$ cat config.mk
export PLATFORM = sky130hd
export DESIGN_NAME = mpwm_top
export DESIGN_NICKNAME = d
export VERILOG_FILES = /design/src/shared/mpwm_pkg.sv /design/src/mpwm_top.sv
export SDC_FILE = /design/constraint.sdc
export NUM_CORES = 2
export LEC_CHECK = 0
export BUFFER_PORTS_ARGS = -buffer_cell sky130_fd_sc_hd__clkbuf_2
export CAP_MARGIN = 20
export CORE_UTILIZATION = 44
export CTS_CLUSTER_DIAMETER = 80
export CTS_CLUSTER_SIZE = 40
export DETAILED_ROUTE_END_ITERATION = 10
export PLACE_DENSITY = 0.65
export SYNTH_ARGS = -nofsm -noshare
export SYNTH_HDL_FRONTEND = slang
export SYNTH_SLANG_ARGS = --single-unit
$ cat constraint.sdc
create_clock -name clock_i -period 9.75 [get_ports clock_i]
set_input_delay 2.925 -clock clock_i [delete_from_list [all_inputs] [get_ports clock_i]]
set_output_delay 2.925 -clock clock_i [all_outputs]
set_load 0.005 [all_outputs]
$ cat src/shared/mpwm_pkg.sv
/*
 * Constants and types for the six-channel pulse-width generator.
 * Assumes byte-wide register access on a plain strobe port.
 */
package mpwm_pkg;
    localparam int NUM_CH = 6;
    localparam logic [10:0] ADDR_ENABLE = 11'h780;
    localparam logic [10:0] ADDR_CLKDIV = 11'h781;
    localparam logic [10:0] ADDR_MODE = 11'h782;
    localparam logic [10:0] ADDR_POLARITY = 11'h785;
    localparam logic [10:0] ADDR_CMP_BASE = 11'h794;
    localparam logic [10:0] ADDR_PNUM_LO = 11'h7ac;
    localparam logic [10:0] ADDR_PNUM_HI = 11'h7ad;
    localparam logic [10:0] ADDR_MASK_MAIN = 11'h7b0;
    localparam logic [10:0] ADDR_FLAG_MAIN = 11'h7b1;
    localparam logic [10:0] ADDR_MASK_QUEUE = 11'h7b2;
    localparam logic [10:0] ADDR_FLAG_QUEUE = 11'h7b3;
    localparam logic [10:0] ADDR_ALT_BASE = 11'h7c4;
    localparam logic [10:0] ADDR_ENTRY0 = 11'h7c8;
    localparam logic [10:0] ADDR_ENTRY3 = 11'h7cb;
    localparam logic [10:0] ADDR_TRIG_LVL = 11'h7cc;
    localparam logic [10:0] ADDR_QSTATUS = 11'h7cd;
    localparam logic [10:0] ADDR_QFLUSH = 11'h7ce;
    localparam logic [3:0] MODE_CONT = 4'h0;
    localparam logic [3:0] MODE_COUNT = 4'h1;
    localparam logic [3:0] MODE_IR = 4'h3;
    localparam logic [3:0] MODE_FIFO = 4'h7;
    localparam logic [3:0] MODE_DMA = 4'hf;
    localparam int FIFO_BYTES = 8;
    localparam int FLAG_GROUP_BIT = 0;
    localparam int FLAG_FRAME_BASE = 2;
    localparam int STAT_EMPTY_BIT = 4;
    localparam int STAT_FULL_BIT = 5;
    localparam int ELEM_CARRIER_BIT = 15;
    localparam int ELEM_ALT_BIT = 14;
    localparam logic [7:0] ALT_CMP_RESET = 8'h55;
    localparam logic [7:0] BYTE_ZERO = 8'h00;

    typedef struct packed {
        logic [10:0] addr;
        logic [7:0] wdata;
        logic wr;
        logic rd;
    } mpwm_bus_t;

    typedef struct packed {
        logic carrier;
        logic alt;
        logic [13:0] count;
    } mpwm_elem_t;
endpackage

$ cat src/mpwm_top.sv
/*
 * Six-channel pulse-width generator with counting, repeating infrared and
 * element-queue modes on channel zero.
 * Assumes a byte-wide register port and a DMA that pushes bytes on dma_*.
 */
// The address-and-strobe port is this design's own decision.
`timescale 1ns/10ps

//Function
//- Polarity bit set inverts output: low while counting, high in remainder.
//- Mode register picks channel zero mode; others always continuous.
//- Continuous mode runs frames until enable clears; output low at once.
//- Continuous mode loads new compare and period at next frame start.
//- Each frame end sets cycle-done flag; masked interrupt; write one clears.
//- Mode 0001 is counting: one pulse group then stop.
//- Pulse group length comes from 16-bit pulse-number register.
//- Counting group end clears enable, sets group-done flag, masked interrupt.
//- Mode 0011 repeats groups forever, flags each frame and group.
//- Repeating mode loads compare, period, pulse number at next group.
//- Switching repeating mode to counting finishes group then disables.
//- Clearing enable in repeating mode forces output low immediately.
//- Mode 0111 sequences channel zero from 16-bit queue elements.
//- Element: bits 13:0 count, bit 14 set select, bit 15 carrier.
//- Bit 14 zero uses primary set; one uses alternate set.
//- Entry window accepts byte, half-word and word loading.
//- Eight-byte queue; status shows byte count, empty, full.
//- Enabled channel zero plays elements in order; appends allowed.
//- Queue empty after last element clears enable, sets stop flag.
//- Writing one to flush bit empties the queue.
//- Mode 1111 lets DMA fill the queue.
//- DMA enable in DMA mode sets channel zero enable itself.
//- Output high until counter reaches compare, low until period.
//- Counters tick at system clock divided by one plus divider.
//- Queue-count flag set in mode 0111 when byte count below trigger level.
module mpwm_top #(
    parameter int CH = mpwm_pkg::NUM_CH
) (
    input wire logic clock_i,
    input wire logic rst_i,
    input wire mpwm_pkg::mpwm_bus_t bus_i,
    output logic [7:0] rdata_o,
    input wire logic dma_enable_i,
    input wire logic dma_valid_i,
    input wire logic [7:0] dma_data_i,
    output logic dma_ready_o,
    output logic [CH-1:0] pwm_o,
    output logic irq_o
);
    import mpwm_pkg::*;

    // Flag bits 2 to 7 leave room for six channels only
    if (CH < 1 || CH > 6) begin : g_bad_ch
        $error("CH must be 1 to 6");
    end

    logic [7:0] enable, next_enable;
    logic [7:0] clkdiv, next_clkdiv;
    logic [7:0] mode, next_mode;
    logic [7:0] polarity, next_polarity;
    logic [7:0] cmp_reg [CH*4];
    logic [7:0] next_cmp_reg [CH*4];
    logic [15:0] pnum, next_pnum;
    logic [7:0] alt_reg [4];
    logic [7:0] next_alt_reg [4];
    logic [7:0] mask_main, next_mask_main;
    logic [7:0] flag_main, next_flag_main;
    logic mask_q, next_mask_q;
    logic [1:0] flag_q, next_flag_q;
    logic [3:0] trig, next_trig;
    logic [7:0] rdata, next_rdata;
    logic [7:0] fifo [FIFO_BYTES];
    logic [7:0] next_fifo [FIFO_BYTES];
    logic [3:0] fcount, next_fcount;
    logic [2:0] rptr, next_rptr;
    logic [2:0] wptr, next_wptr;
    logic [7:0] prescale, next_prescale;
    logic [15:0] cnt [CH];
    logic [15:0] next_cnt [CH];
    logic [15:0] cur_cmp [CH];
    logic [15:0] next_cur_cmp [CH];
    logic [15:0] cur_per [CH];
    logic [15:0] next_cur_per [CH];
    logic [15:0] pcount, next_pcount;
    logic [15:0] cur_pnum, next_cur_pnum;
    logic carrier, next_carrier;
    logic loaded, next_loaded;
    logic [CH-1:0] run, next_run;
    logic [CH-1:0] pwm, next_pwm;
    logic irq, next_irq;
    logic dma_en_d, next_dma_en_d;

    logic tick;
    logic fifo_mode;
    logic [CH-1:0] frame_end;
    logic group_end;
    logic [7:0] din;
    logic push;
    logic pop;
    logic [3:0] fcount_pop;

    always_comb begin
        fifo_mode = (mode[3:0] == MODE_FIFO) || (mode[3:0] == MODE_DMA);
        tick = (prescale == clkdiv);
        din = bus_i.wdata;
        push = 1'b0;
        if (bus_i.wr && bus_i.addr >= ADDR_ENTRY0 && bus_i.addr <= ADDR_ENTRY3) begin
            push = (fcount < 4'(FIFO_BYTES));
        end else if (mode[3:0] == MODE_DMA && dma_valid_i && !bus_i.wr
            && fcount < 4'(FIFO_BYTES)) begin
            // Same terms as dma_ready_o, so a held byte is never taken twice
            push = 1'b1;
            din = dma_data_i;
        end
    end

    always_comb begin
        next_enable = enable;
        next_clkdiv = clkdiv;
        next_mode = mode;
        next_polarity = polarity;
        next_cmp_reg = cmp_reg;
        next_pnum = pnum;
        next_alt_reg = alt_reg;
        next_mask_main = mask_main;
        next_flag_main = flag_main;
        next_mask_q = mask_q;
        next_flag_q = flag_q;
        next_trig = trig;
        next_rdata = BYTE_ZERO;
        next_fifo = fifo;
        next_fcount = fcount;
        next_rptr = rptr;
        next_wptr = wptr;
        next_prescale = tick ? BYTE_ZERO : prescale + 8'h01;
        next_cnt = cnt;
        next_cur_cmp = cur_cmp;
        next_cur_per = cur_per;
        next_pcount = pcount;
        next_cur_pnum = cur_pnum;
        next_carrier = carrier;
        next_loaded = loaded;
        next_run = run;
        next_pwm = pwm;
        next_dma_en_d = dma_enable_i;
        frame_end = '0;
        group_end = 1'b0;
        pop = 1'b0;
        fcount_pop = fcount;

        // Register writes first; hardware events below win over flag clears, but a flush wins over push and pop
        if (bus_i.wr) begin
            if (bus_i.addr == ADDR_ENABLE) begin
                next_enable = bus_i.wdata;
            end else if (bus_i.addr == ADDR_CLKDIV) begin
                next_clkdiv = bus_i.wdata;
            end else if (bus_i.addr == ADDR_MODE) begin
                next_mode = bus_i.wdata;
            end else if (bus_i.addr == ADDR_POLARITY) begin
                next_polarity = bus_i.wdata;
            end else if (bus_i.addr >= ADDR_CMP_BASE && bus_i.addr < ADDR_CMP_BASE + 11'(CH*4)) begin
                next_cmp_reg[5'(bus_i.addr - ADDR_CMP_BASE)] = bus_i.wdata;
            end else if (bus_i.addr == ADDR_PNUM_LO) begin
                next_pnum[7:0] = bus_i.wdata;
            end else if (bus_i.addr == ADDR_PNUM_HI) begin
                next_pnum[15:8] = bus_i.wdata;
            end else if (bus_i.addr == ADDR_MASK_MAIN) begin
                next_mask_main = bus_i.wdata;
            end else if (bus_i.addr == ADDR_FLAG_MAIN) begin
                next_flag_main = flag_main & ~bus_i.wdata;
            end else if (bus_i.addr == ADDR_MASK_QUEUE) begin
                next_mask_q = bus_i.wdata[0];
            end else if (bus_i.addr == ADDR_FLAG_QUEUE) begin
                next_flag_q = flag_q & ~bus_i.wdata[1:0];
            end else if (bus_i.addr >= ADDR_ALT_BASE && bus_i.addr < ADDR_ENTRY0) begin
                next_alt_reg[2'(bus_i.addr - ADDR_ALT_BASE)] = bus_i.wdata;
            end else if (bus_i.addr == ADDR_TRIG_LVL) begin
                next_trig = bus_i.wdata[3:0];
            end else if (bus_i.addr == ADDR_QFLUSH && bus_i.wdata[0]) begin
                next_rptr = '0;
                next_wptr = '0;
                next_fcount = '0;
            end
        end
        if (bus_i.rd) begin
            if (bus_i.addr == ADDR_ENABLE) begin
                next_rdata = enable;
            end else if (bus_i.addr == ADDR_CLKDIV) begin
                next_rdata = clkdiv;
            end else if (bus_i.addr == ADDR_MODE) begin
                next_rdata = mode;
            end else if (bus_i.addr == ADDR_POLARITY) begin
                next_rdata = polarity;
            end else if (bus_i.addr >= ADDR_CMP_BASE && bus_i.addr < ADDR_CMP_BASE + 11'(CH*4)) begin
                next_rdata = cmp_reg[5'(bus_i.addr - ADDR_CMP_BASE)];
            end else if (bus_i.addr == ADDR_PNUM_LO) begin
                next_rdata = pnum[7:0];
            end else if (bus_i.addr == ADDR_PNUM_HI) begin
                next_rdata = pnum[15:8];
            end else if (bus_i.addr == ADDR_MASK_MAIN) begin
                next_rdata = mask_main;
            end else if (bus_i.addr == ADDR_FLAG_MAIN) begin
                next_rdata = flag_main;
            end else if (bus_i.addr == ADDR_MASK_QUEUE) begin
                next_rdata = {7'h00, mask_q};
            end else if (bus_i.addr == ADDR_FLAG_QUEUE) begin
                next_rdata = {6'h00, flag_q};
            end else if (bus_i.addr >= ADDR_ALT_BASE && bus_i.addr < ADDR_ENTRY0) begin
                next_rdata = alt_reg[2'(bus_i.addr - ADDR_ALT_BASE)];
            end else if (bus_i.addr == ADDR_TRIG_LVL) begin
                next_rdata = {4'h0, trig};
            end else if (bus_i.addr == ADDR_QSTATUS) begin
                next_rdata = {2'b00, fcount == 4'(FIFO_BYTES), fcount == 4'h0, fcount};
            end
        end

        if (mode[3:0] == MODE_DMA && dma_enable_i && !dma_en_d) begin
            next_enable[0] = 1'b1;
        end

        // Channel counters
        for (int i = 0; i < CH; i++) begin
            if (!enable[i]) begin
                next_run[i] = 1'b0;
                next_cnt[i] = '0;
                next_pwm[i] = 1'b0;
                if (i == 0) begin
                    next_loaded = 1'b0;
                end
            end else if (tick) begin
                if (!run[i]) begin
                    next_run[i] = 1'b1;
                    next_cnt[i] = '0;
                    if (i == 0 && fifo_mode) begin
                        next_loaded = 1'b0;
                    end else begin
                        next_cur_cmp[i] = {cmp_reg[i*4+1], cmp_reg[i*4]};
                        next_cur_per[i] = {cmp_reg[i*4+3], cmp_reg[i*4+2]};
                        if (i == 0) begin
                            next_cur_pnum = pnum;
                            next_pcount = '0;
                            next_carrier = 1'b1;
                            next_loaded = 1'b1;
                        end
                    end
                end else if (cnt[i] + 16'h0001 >= cur_per[i]) begin
                    next_cnt[i] = '0;
                    frame_end[i] = 1'b1;
                    if (i != 0 || mode[3:0] == MODE_CONT) begin
                        next_cur_cmp[i] = {cmp_reg[i*4+1], cmp_reg[i*4]};
                        next_cur_per[i] = {cmp_reg[i*4+3], cmp_reg[i*4+2]};
                    end
                end else begin
                    next_cnt[i] = cnt[i] + 16'h0001;
                end
                // Frame start shows the counting level at once; queue start sets it below
                if (run[i] || i != 0 || !fifo_mode) begin
                    next_pwm[i] = ((next_cnt[i] < next_cur_cmp[i]) ^ polarity[i])
                        & (i != 0 || !fifo_mode || next_carrier);
                end
            end
        end

        // Channel zero group sequencing
        if (enable[0] && frame_end[0] && mode[3:0] != MODE_CONT) begin
            next_pcount = pcount + 16'h0001;
            if (pcount + 16'h0001 >= cur_pnum) begin
                group_end = 1'b1;
                next_pcount = '0;
                if (mode[3:0] == MODE_COUNT) begin
                    next_enable[0] = 1'b0;
                    next_pwm[0] = 1'b0;
                end else if (mode[3:0] == MODE_IR) begin
                    next_cur_cmp[0] = {cmp_reg[1], cmp_reg[0]};
                    next_cur_per[0] = {cmp_reg[3], cmp_reg[2]};
                    next_cur_pnum = pnum;
                    next_pwm[0] = polarity[0] ^ (next_cur_cmp[0] != 16'h0000);
                end else begin
                    next_loaded = 1'b0;
                    next_run[0] = 1'b0;
                end
            end
        end

        // Element fetch: two bytes, low byte first; a group end fetches at once
        if (enable[0] && fifo_mode && tick && ((!run[0] && !loaded) || group_end)) begin
            if (fcount >= 4'h2) begin
                pop = 1'b1;
                next_cur_pnum = {2'b00, fifo[rptr + 3'd1][5:0], fifo[rptr]};
                next_carrier = fifo[rptr + 3'd1][7];
                next_cur_cmp[0] = fifo[rptr + 3'd1][6] ? {alt_reg[1], alt_reg[0]}
                    : {cmp_reg[1], cmp_reg[0]};
                next_cur_per[0] = fifo[rptr + 3'd1][6] ? {alt_reg[3], alt_reg[2]}
                    : {cmp_reg[3], cmp_reg[2]};
                next_pcount = '0;
                next_loaded = 1'b1;
                next_run[0] = 1'b1;
                next_pwm[0] = fifo[rptr + 3'd1][7] & (polarity[0] ^ (next_cur_cmp[0] != 16'h0000));
            end else begin
                // Half an element waits, idle, for its second byte
                next_run[0] = 1'b0;
                next_pwm[0] = 1'b0;
                if (fcount == 4'h0) begin
                    next_enable[0] = 1'b0;
                    next_flag_q[0] = 1'b1;
                end
            end
        end

        if (!(bus_i.wr && bus_i.addr == ADDR_QFLUSH && bus_i.wdata[0])) begin
            if (pop) begin
                next_rptr = rptr + 3'd2;
                fcount_pop = fcount - 4'h2;
            end
            if (push) begin
                next_fifo[wptr] = din;
                next_wptr = wptr + 3'd1;
            end
            next_fcount = fcount_pop + (push ? 4'h1 : 4'h0);
        end
        if (mode[3:0] == MODE_FIFO && fcount < trig) begin
            next_flag_q[1] = 1'b1;
        end

        for (int i = 0; i < CH; i++) begin
            if (frame_end[i]) begin
                next_flag_main[FLAG_FRAME_BASE + i] = 1'b1;
            end
        end
        if (group_end && (mode[3:0] == MODE_COUNT || mode[3:0] == MODE_IR)) begin
            next_flag_main[FLAG_GROUP_BIT] = 1'b1;
        end
        next_irq = |(next_flag_main & mask_main) | (next_flag_q[0] & mask_q)
            | (next_flag_q[1] & mask_q);
    end

    always_ff @(posedge clock_i) begin
        if (rst_i) begin
            enable <= BYTE_ZERO;
            clkdiv <= BYTE_ZERO;
            mode <= BYTE_ZERO;
            polarity <= BYTE_ZERO;
            for (int k = 0; k < CH*4; k++) begin
                cmp_reg[k] <= BYTE_ZERO;
            end
            pnum <= '0;
            alt_reg[0] <= ALT_CMP_RESET;
            alt_reg[1] <= ALT_CMP_RESET;
            alt_reg[2] <= BYTE_ZERO;
            alt_reg[3] <= BYTE_ZERO;
            mask_main <= BYTE_ZERO;
            flag_main <= BYTE_ZERO;
            mask_q <= 1'b0;
            flag_q <= '0;
            trig <= '0;
            rdata <= BYTE_ZERO;
            for (int k = 0; k < FIFO_BYTES; k++) begin
                fifo[k] <= BYTE_ZERO;
            end
            fcount <= '0;
            rptr <= '0;
            wptr <= '0;
            prescale <= BYTE_ZERO;
            for (int k = 0; k < CH; k++) begin
                cnt[k] <= '0;
                cur_cmp[k] <= '0;
                cur_per[k] <= '0;
            end
            pcount <= '0;
            cur_pnum <= '0;
            carrier <= 1'b0;
            loaded <= 1'b0;
            run <= '0;
            pwm <= '0;
            irq <= 1'b0;
            dma_en_d <= 1'b0;
        end else begin
            enable <= next_enable;
            clkdiv <= next_clkdiv;
            mode <= next_mode;
            polarity <= next_polarity;
            cmp_reg <= next_cmp_reg;
            pnum <= next_pnum;
            alt_reg <= next_alt_reg;
            mask_main <= next_mask_main;
            flag_main <= next_flag_main;
            mask_q <= next_mask_q;
            flag_q <= next_flag_q;
            trig <= next_trig;
            rdata <= next_rdata;
            fifo <= next_fifo;
            fcount <= next_fcount;
            rptr <= next_rptr;
            wptr <= next_wptr;
            prescale <= next_prescale;
            cnt <= next_cnt;
            cur_cmp <= next_cur_cmp;
            cur_per <= next_cur_per;
            pcount <= next_pcount;
            cur_pnum <= next_cur_pnum;
            carrier <= next_carrier;
            loaded <= next_loaded;
            run <= next_run;
            pwm <= next_pwm;
            irq <= next_irq;
            dma_en_d <= next_dma_en_d;
        end
    end

    assign rdata_o = rdata;
    assign pwm_o = pwm;
    assign irq_o = irq;
    assign dma_ready_o = (fcount < 4'(FIFO_BYTES)) && !bus_i.wr;

    property p_disable_low;
        @(posedge clock_i) disable iff (rst_i)
        !enable[0] |=> !pwm[0];
    endproperty
    a_disable_low: assert property (p_disable_low) else $error("output not low when off");

    property p_count_stop;
        @(posedge clock_i) disable iff (rst_i)
        (group_end && mode[3:0] == MODE_COUNT) |=> !enable[0] && flag_main[0];
    endproperty
    a_count_stop: assert property (p_count_stop) else $error("counting group did not stop");

    property p_frame_flag;
        @(posedge clock_i) disable iff (rst_i)
        frame_end[0] |=> flag_main[FLAG_FRAME_BASE];
    endproperty
    a_frame_flag: assert property (p_frame_flag) else $error("frame flag missing");

    property p_full_drop;
        @(posedge clock_i) disable iff (rst_i)
        (fcount == 4'(FIFO_BYTES) && !pop && !(bus_i.wr && bus_i.addr == ADDR_QFLUSH))
            |=> fcount == 4'(FIFO_BYTES);
    endproperty
    a_full_drop: assert property (p_full_drop) else $error("full queue changed");

    property p_flush;
        @(posedge clock_i) disable iff (rst_i)
        (bus_i.wr && bus_i.addr == ADDR_QFLUSH && bus_i.wdata[0]) |=> fcount == 4'h0;
    endproperty
    a_flush: assert property (p_flush) else $error("flush left data");

    property p_fifo_stop;
        @(posedge clock_i) disable iff (rst_i)
        (enable[0] && fifo_mode && tick && ((!run[0] && !loaded) || group_end)
            && fcount == 4'h0)
            |=> !enable[0] && flag_q[0];
    endproperty
    a_fifo_stop: assert property (p_fifo_stop) else $error("empty queue did not stop");

    property p_dma_start;
        @(posedge clock_i) disable iff (rst_i)
        (mode[3:0] == MODE_DMA && $rose(dma_enable_i)) ##1 1'b1 |-> enable[0];
    endproperty
    a_dma_start: assert property (p_dma_start) else $error("dma did not enable");

    property p_prescale;
        @(posedge clock_i) disable iff (rst_i)
        tick |=> prescale == 8'h00;
    endproperty
    a_prescale: assert property (p_prescale) else $error("prescaler did not wrap");

    c_count_group: cover property (@(posedge clock_i) disable iff (rst_i)
        group_end && mode[3:0] == MODE_COUNT);
    c_ir_group: cover property (@(posedge clock_i) disable iff (rst_i)
        group_end && mode[3:0] == MODE_IR);
    c_fifo_pop: cover property (@(posedge clock_i) disable iff (rst_i) pop);
endmodule

# After elaboration in Yosys (flattened, before gate mapping)
# Index checks and enable logic that the tools add are counted.
[totals] reg_bits=721 input_bits=33 out_inout_bits=16 wordCells=584
[op_classes] n_addsub=15 order_cmp=30 n_eq_ne=39 mux=296 n_bitwise=44 n_reduce_logical=71
[op_table] cell="$mux W16" n=100
[op_table] cell="$mux W8" n=35
[op_table] cell="$bwmux W192" n=1
[op_table] cell="$eq A11 B11 Y1 const B" n=13
[op_table] cell="$add A16 B1 Y16 const B" n=7
[op_table] cell="$ge A16 B16 Y1" n=7
[op_table] cell="$mux W3" n=34
[op_table] cell="$lt A16 B16 Y1" n=6
[op_table] cell="$mux W1" n=85
[op_table] cell="$mux W4" n=18
[op_table] cell="$bwmux W64" n=1
[op_table] cell="$bmux W8 S3" n=2
[op_table] cell="$bmux W8 S5" n=1
[op_table] cell="$demux W8 S5" n=1
[op_table] cell="$ge A11 B11 Y1 const B" n=3
[op_table] cell="$bwmux W32" n=1
[op_table] cell="$reduce_bool A16 Y1" n=2
[op_table] cell="$ne A2 B2 Y1 const B" n=15
[op_table] cell="$demux W8 S3" n=1
[op_table] cell="$logic_and A1 B1 Y1" n=24
[op_table] cell="$mux W2" n=12
[op_table] cell="$lt A11 B11 Y1 const B" n=2
[op_table] cell="$not A1 Y1" n=20
[op_table] cell="$reduce_and A3 Y1" n=6
[op_table] cell="other kinds (53)" n=98

# Logic depth before layout (Yosys ltp)
[depth] word_depth=20 ltp_mapped=26 depth_no_buf=24

# Least setup slack after synthesis
# OpenSTA, ideal clock, no wires.
[synth_path] path_type="input to output" startpoint="input bus_i[1] (netlist bit)" endpoint="output dma_ready_o" arrival_time_ps=3260 required_ps=6825 setup_slack_ps=3565 cell_stages=2 n_path_buf=1 cell_sequence="clkbuf_1 nor2_1"
[synth_between] elab_chain_cells=2
[synth_lines] element="start: declaration" line="mpwm_top.sv:40" rtl="input wire mpwm_pkg::mpwm_bus_t bus_i,"
[synth_lines] element="$logic_not A1 Y1" line="mpwm_top.sv:412" rtl="assign dma_ready_o = (fcount < 4'(FIFO_BYTES)) && !bus_i.wr;"
[synth_lines] element="$logic_and A1 B1 Y1" line="mpwm_top.sv:412"
[synth_lines] element="end: declaration" line="mpwm_top.sv:45" rtl="output logic dma_ready_o,"
# No other way between the ends.

# Final worst setup path
# Same ends and word-level chain as after synthesis.

==> results.cfg <==
[power]
pwr_density_cell_mw_per_mm2 = 128.5
p_leak_nw = 15.78
peakVddDrop_v = 0.0001775

[hold_path]
hold_path_depth = 2
worst_hold_path_type = reg2reg
hold_path.startpoint = cnt[24]
whs_endpoint = cnt[24]

[clock_tree]
cts_setup_buffers = 0
hold_buffers = 0
number_of_buffers_added_by_the_clock_tree_synthesis_step = 38
cts-resized-gates = 0
cts_tree = built
cts.sink_count = 721
cts_root_buf = sky130_fd_sc_hd__clkbuf_16
cts_max_level = 2
clk_pin_slew_ns = 0.09
insertion_delay_ns = 0.64
cts_max_path_buffers = 3

[timing]
rsz_0062_raised_after_global_routing = no
final-max-slew-violation-count = 0
timing.final.crit_share_pct = 66.55
final-setup-viol-count = 0
clock.fmax_ghz = 0.1541
maxSlewHeadroom_pct = 25.06
report.final.hold_viol_count = 0
final_period_minus_worst_setup_slack_ns = 6.489
tightestPinTransition_ns = 1.114
tns_ns = 0
fin_skew_ns = 0.04970

[setup_path]
path_common_cell = sky130_fd_sc_hd__clkbuf_2
r2r_start = cnt[5]
timing.critical_path.slowest_cell_delay_ns = 0.27
worstReg2RegEnd = pwm_o[5]
worstRegToRegCells = 22
r2r_slack_ns = 3.77
critical_path.cell_chain = clkbuf_2, nor2_1, clkbuf_2
setup.worst_path.start_class = input pin
critical_path_required_ns = 6.83
worst-path-max-fanout = 18
worst_setup_path_end_kind = output port
timing.setup.critical_path_class = in2out
critical_path.slowest_cell = sky130_fd_sc_hd__clkbuf_2
timing.critical_path.arrival_ns = 3.56

[detailed_routing]
first_iter_violations = 2889
detail-route-antenna-nets = 0
route.detailed.vias_per_inst = 5.812
wl_mm = 112.0
via_count = 32263
wl_per_cell_um = 20.18
firstDrtPassIters = 6
post-route-drc-count = 0

[die]
design.portCount = 49
initial_utilization_pct = 44.47
die_height_um = 298.4
core-area_mm2 = 0.08689
die-area_mm2 = 0.08901
floorplan.die.width_um = 298.4
row_count = 108

[placement]
gp_congestion = 0.9105
number_of_cells_after_detailed_placement = 5477
port_buffers = 48
place_hpwl_mm = 77.99

[yosys]
main_combinational_cell_family_by_area_after_synthesis = simple AND/OR/NAND/NOR gates
synth-seq-area-share_pct = 37.35
synth-compound-area-share_pct = 16.89
synth_xor_area_share_pct = 2.743
postSynth.topFlopCell = sky130_fd_sc_hd__dfxtp_1
synth_simple_gate_area_share_pct = 17.81
synth_edf_count = 0
synthesis.area_mm2 = 0.03864
yosysUniqueCellTypes = 95
synth_adder_area_share_pct = 7.253
synth-seq-cells = 721
async_flop_share_pct = 0
count_of_yosys_warnings_during_synthesis = 0
mean_instance_size_in_the_synthesized_netlist_um2 = 8.559
post_synth_inst_count = 4515
syn-num-nets = 4772
muxShareOfSynthArea_pct = 13.29

[grt]
globalRoute.busiestLayer = met2
met3_usage_pct = 3.053
grt_remaining_overflow = 0
met1_usage_pct = 34.05
grt_util_met2_pct = 39.80
grt_pass1_wl_mm = 176.0
number_of_antenna_violations_at_the_first_check_in_global_routing = 0
groute.usage.overall_pct = 24.54
grt_pass1_vias = 30385
largest_net_degree_at_the_start_of_global_routing = 216

[status]
status = complete, no violations

[final_layout]
areaGrowthSynthToFinish_pct = 6.916
largest_register_ff_count = 192
layout-drive-gt1-share_pct = 7.600
finalNonFillerCells = 5551
final_net_count = 4622
mostFrequentLayoutCell = sky130_fd_sc_hd__dfxtp_1
most_used_cells_in_the_layout_excluding_fill_and_tap_cells = 720 x sky130_fd_sc_hd__dfxtp_1, 631 x sky130_fd_sc_hd__nand2_1, 468 x sky130_fd_sc_hd__a21oi_1

[flow_run]
drv.max_cap_violation_count = 0
worst max-delay path by stage:
stage	slack (ns)	end	startpoint
after CTS	3.27	dma_ready_o	bus_i[1]
after global placement	3.24	rdata_o[0]	bus_i[12]
final	3.26	dma_ready_o	bus_i[1]
after floorplan	3.57	dma_ready_o	bus_i[1]
after global routing	3.20	dma_ready_o	bus_i[1]
after detailed placement	3.25	dma_ready_o	bus_i[1]
Yosys cell counts (all sizes together) (17+ instances only):
master | number | share of area, %
nor2 | 419 | 4.1
buf | 78 | 1.1
o221a | 31 | 0.90
xor2 | 56 | 1.3
nor3 | 45 | 0.62
nand3 | 148 | 1.9
nand2b | 18 | 0.29
a21oi | 469 | 6.1
inv | 155 | 1.5
dfxtp | 721 | 37
mux2i | 307 | 8.0
clkbuf | 213 | 2.1
mux4 | 88 | 5.1
and2 | 29 | 0.47
nand2 | 635 | 6.2
a31oi | 17 | 0.31
a21o | 45 | 0.87
o21ai | 231 | 3.0
nor2b | 71 | 1.1
and3 | 60 | 0.97
nor4 | 21 | 0.34
nand4 | 36 | 0.58
o21a | 35 | 0.68
ha | 224 | 7.3
a22oi | 39 | 0.77
a211oi | 96 | 1.9
xnor2 | 65 | 1.5
o211ai | 21 | 0.43
critical path, delay by kind of cell:
kind | cells | cell delay (ns)
buf+inv | 2 | 0.41
simple gates | 1 | 0.23
kinds of logic after synthesis:
family | count (synthesis)
compound gates | 1065
xor+xnor | 121
fa+ha+maj | 224
buf+inv | 448
flops | 721
mux | 402
simple gates | 1534
per-stage QoR:
stage	hold WS [ns]	total power, W	util (%)	area [µm²]	setup WS (ns)
final	0.4580	0.005310	47.55	41310	3.261
after detailed placement	0.4462	0.003197	45.64	39650	3.249
after floorplan	0.4357	0.003131	-	38640	3.565
after global routing	0.4765	0.005457	47.55	41310	3.205
after global placement	0.4406	0.003196	45.52	39560	3.244
after CTS	0.4614	0.005344	47.48	41250	3.269
metal layers:
layer	share of wire [%]	up-vias
li1	-	15653
met2	46	1076
met5	0	-
met1	45	15365
met3	6.6	169
met4	2.9	0
power by group:
part           internal, W  total (W)  switching, W
Clock             0.000895    0.00217       0.00128
Sequential         0.00295    0.00295   0.000000444
Combinational    0.0000388   0.000191      0.000152
Total              0.00388    0.00531       0.00143
layout make-up:
type | count | area (µm²)
Multi-Input combinational cell | 3346 | 22470
Clock buffer | 41 | 1026
Fill cell | 8339 | 45570
Antenna cell | 1 | 2.502
Tap cell | 1155 | 1445
Timing Repair Buffer | 101 | 774.5
Inverter | 157 | 589.3
Sequential cell | 721 | 14440
Clock inverter | 29 | 574.3
Note: power is estimated with default switching activity, not from simulation.
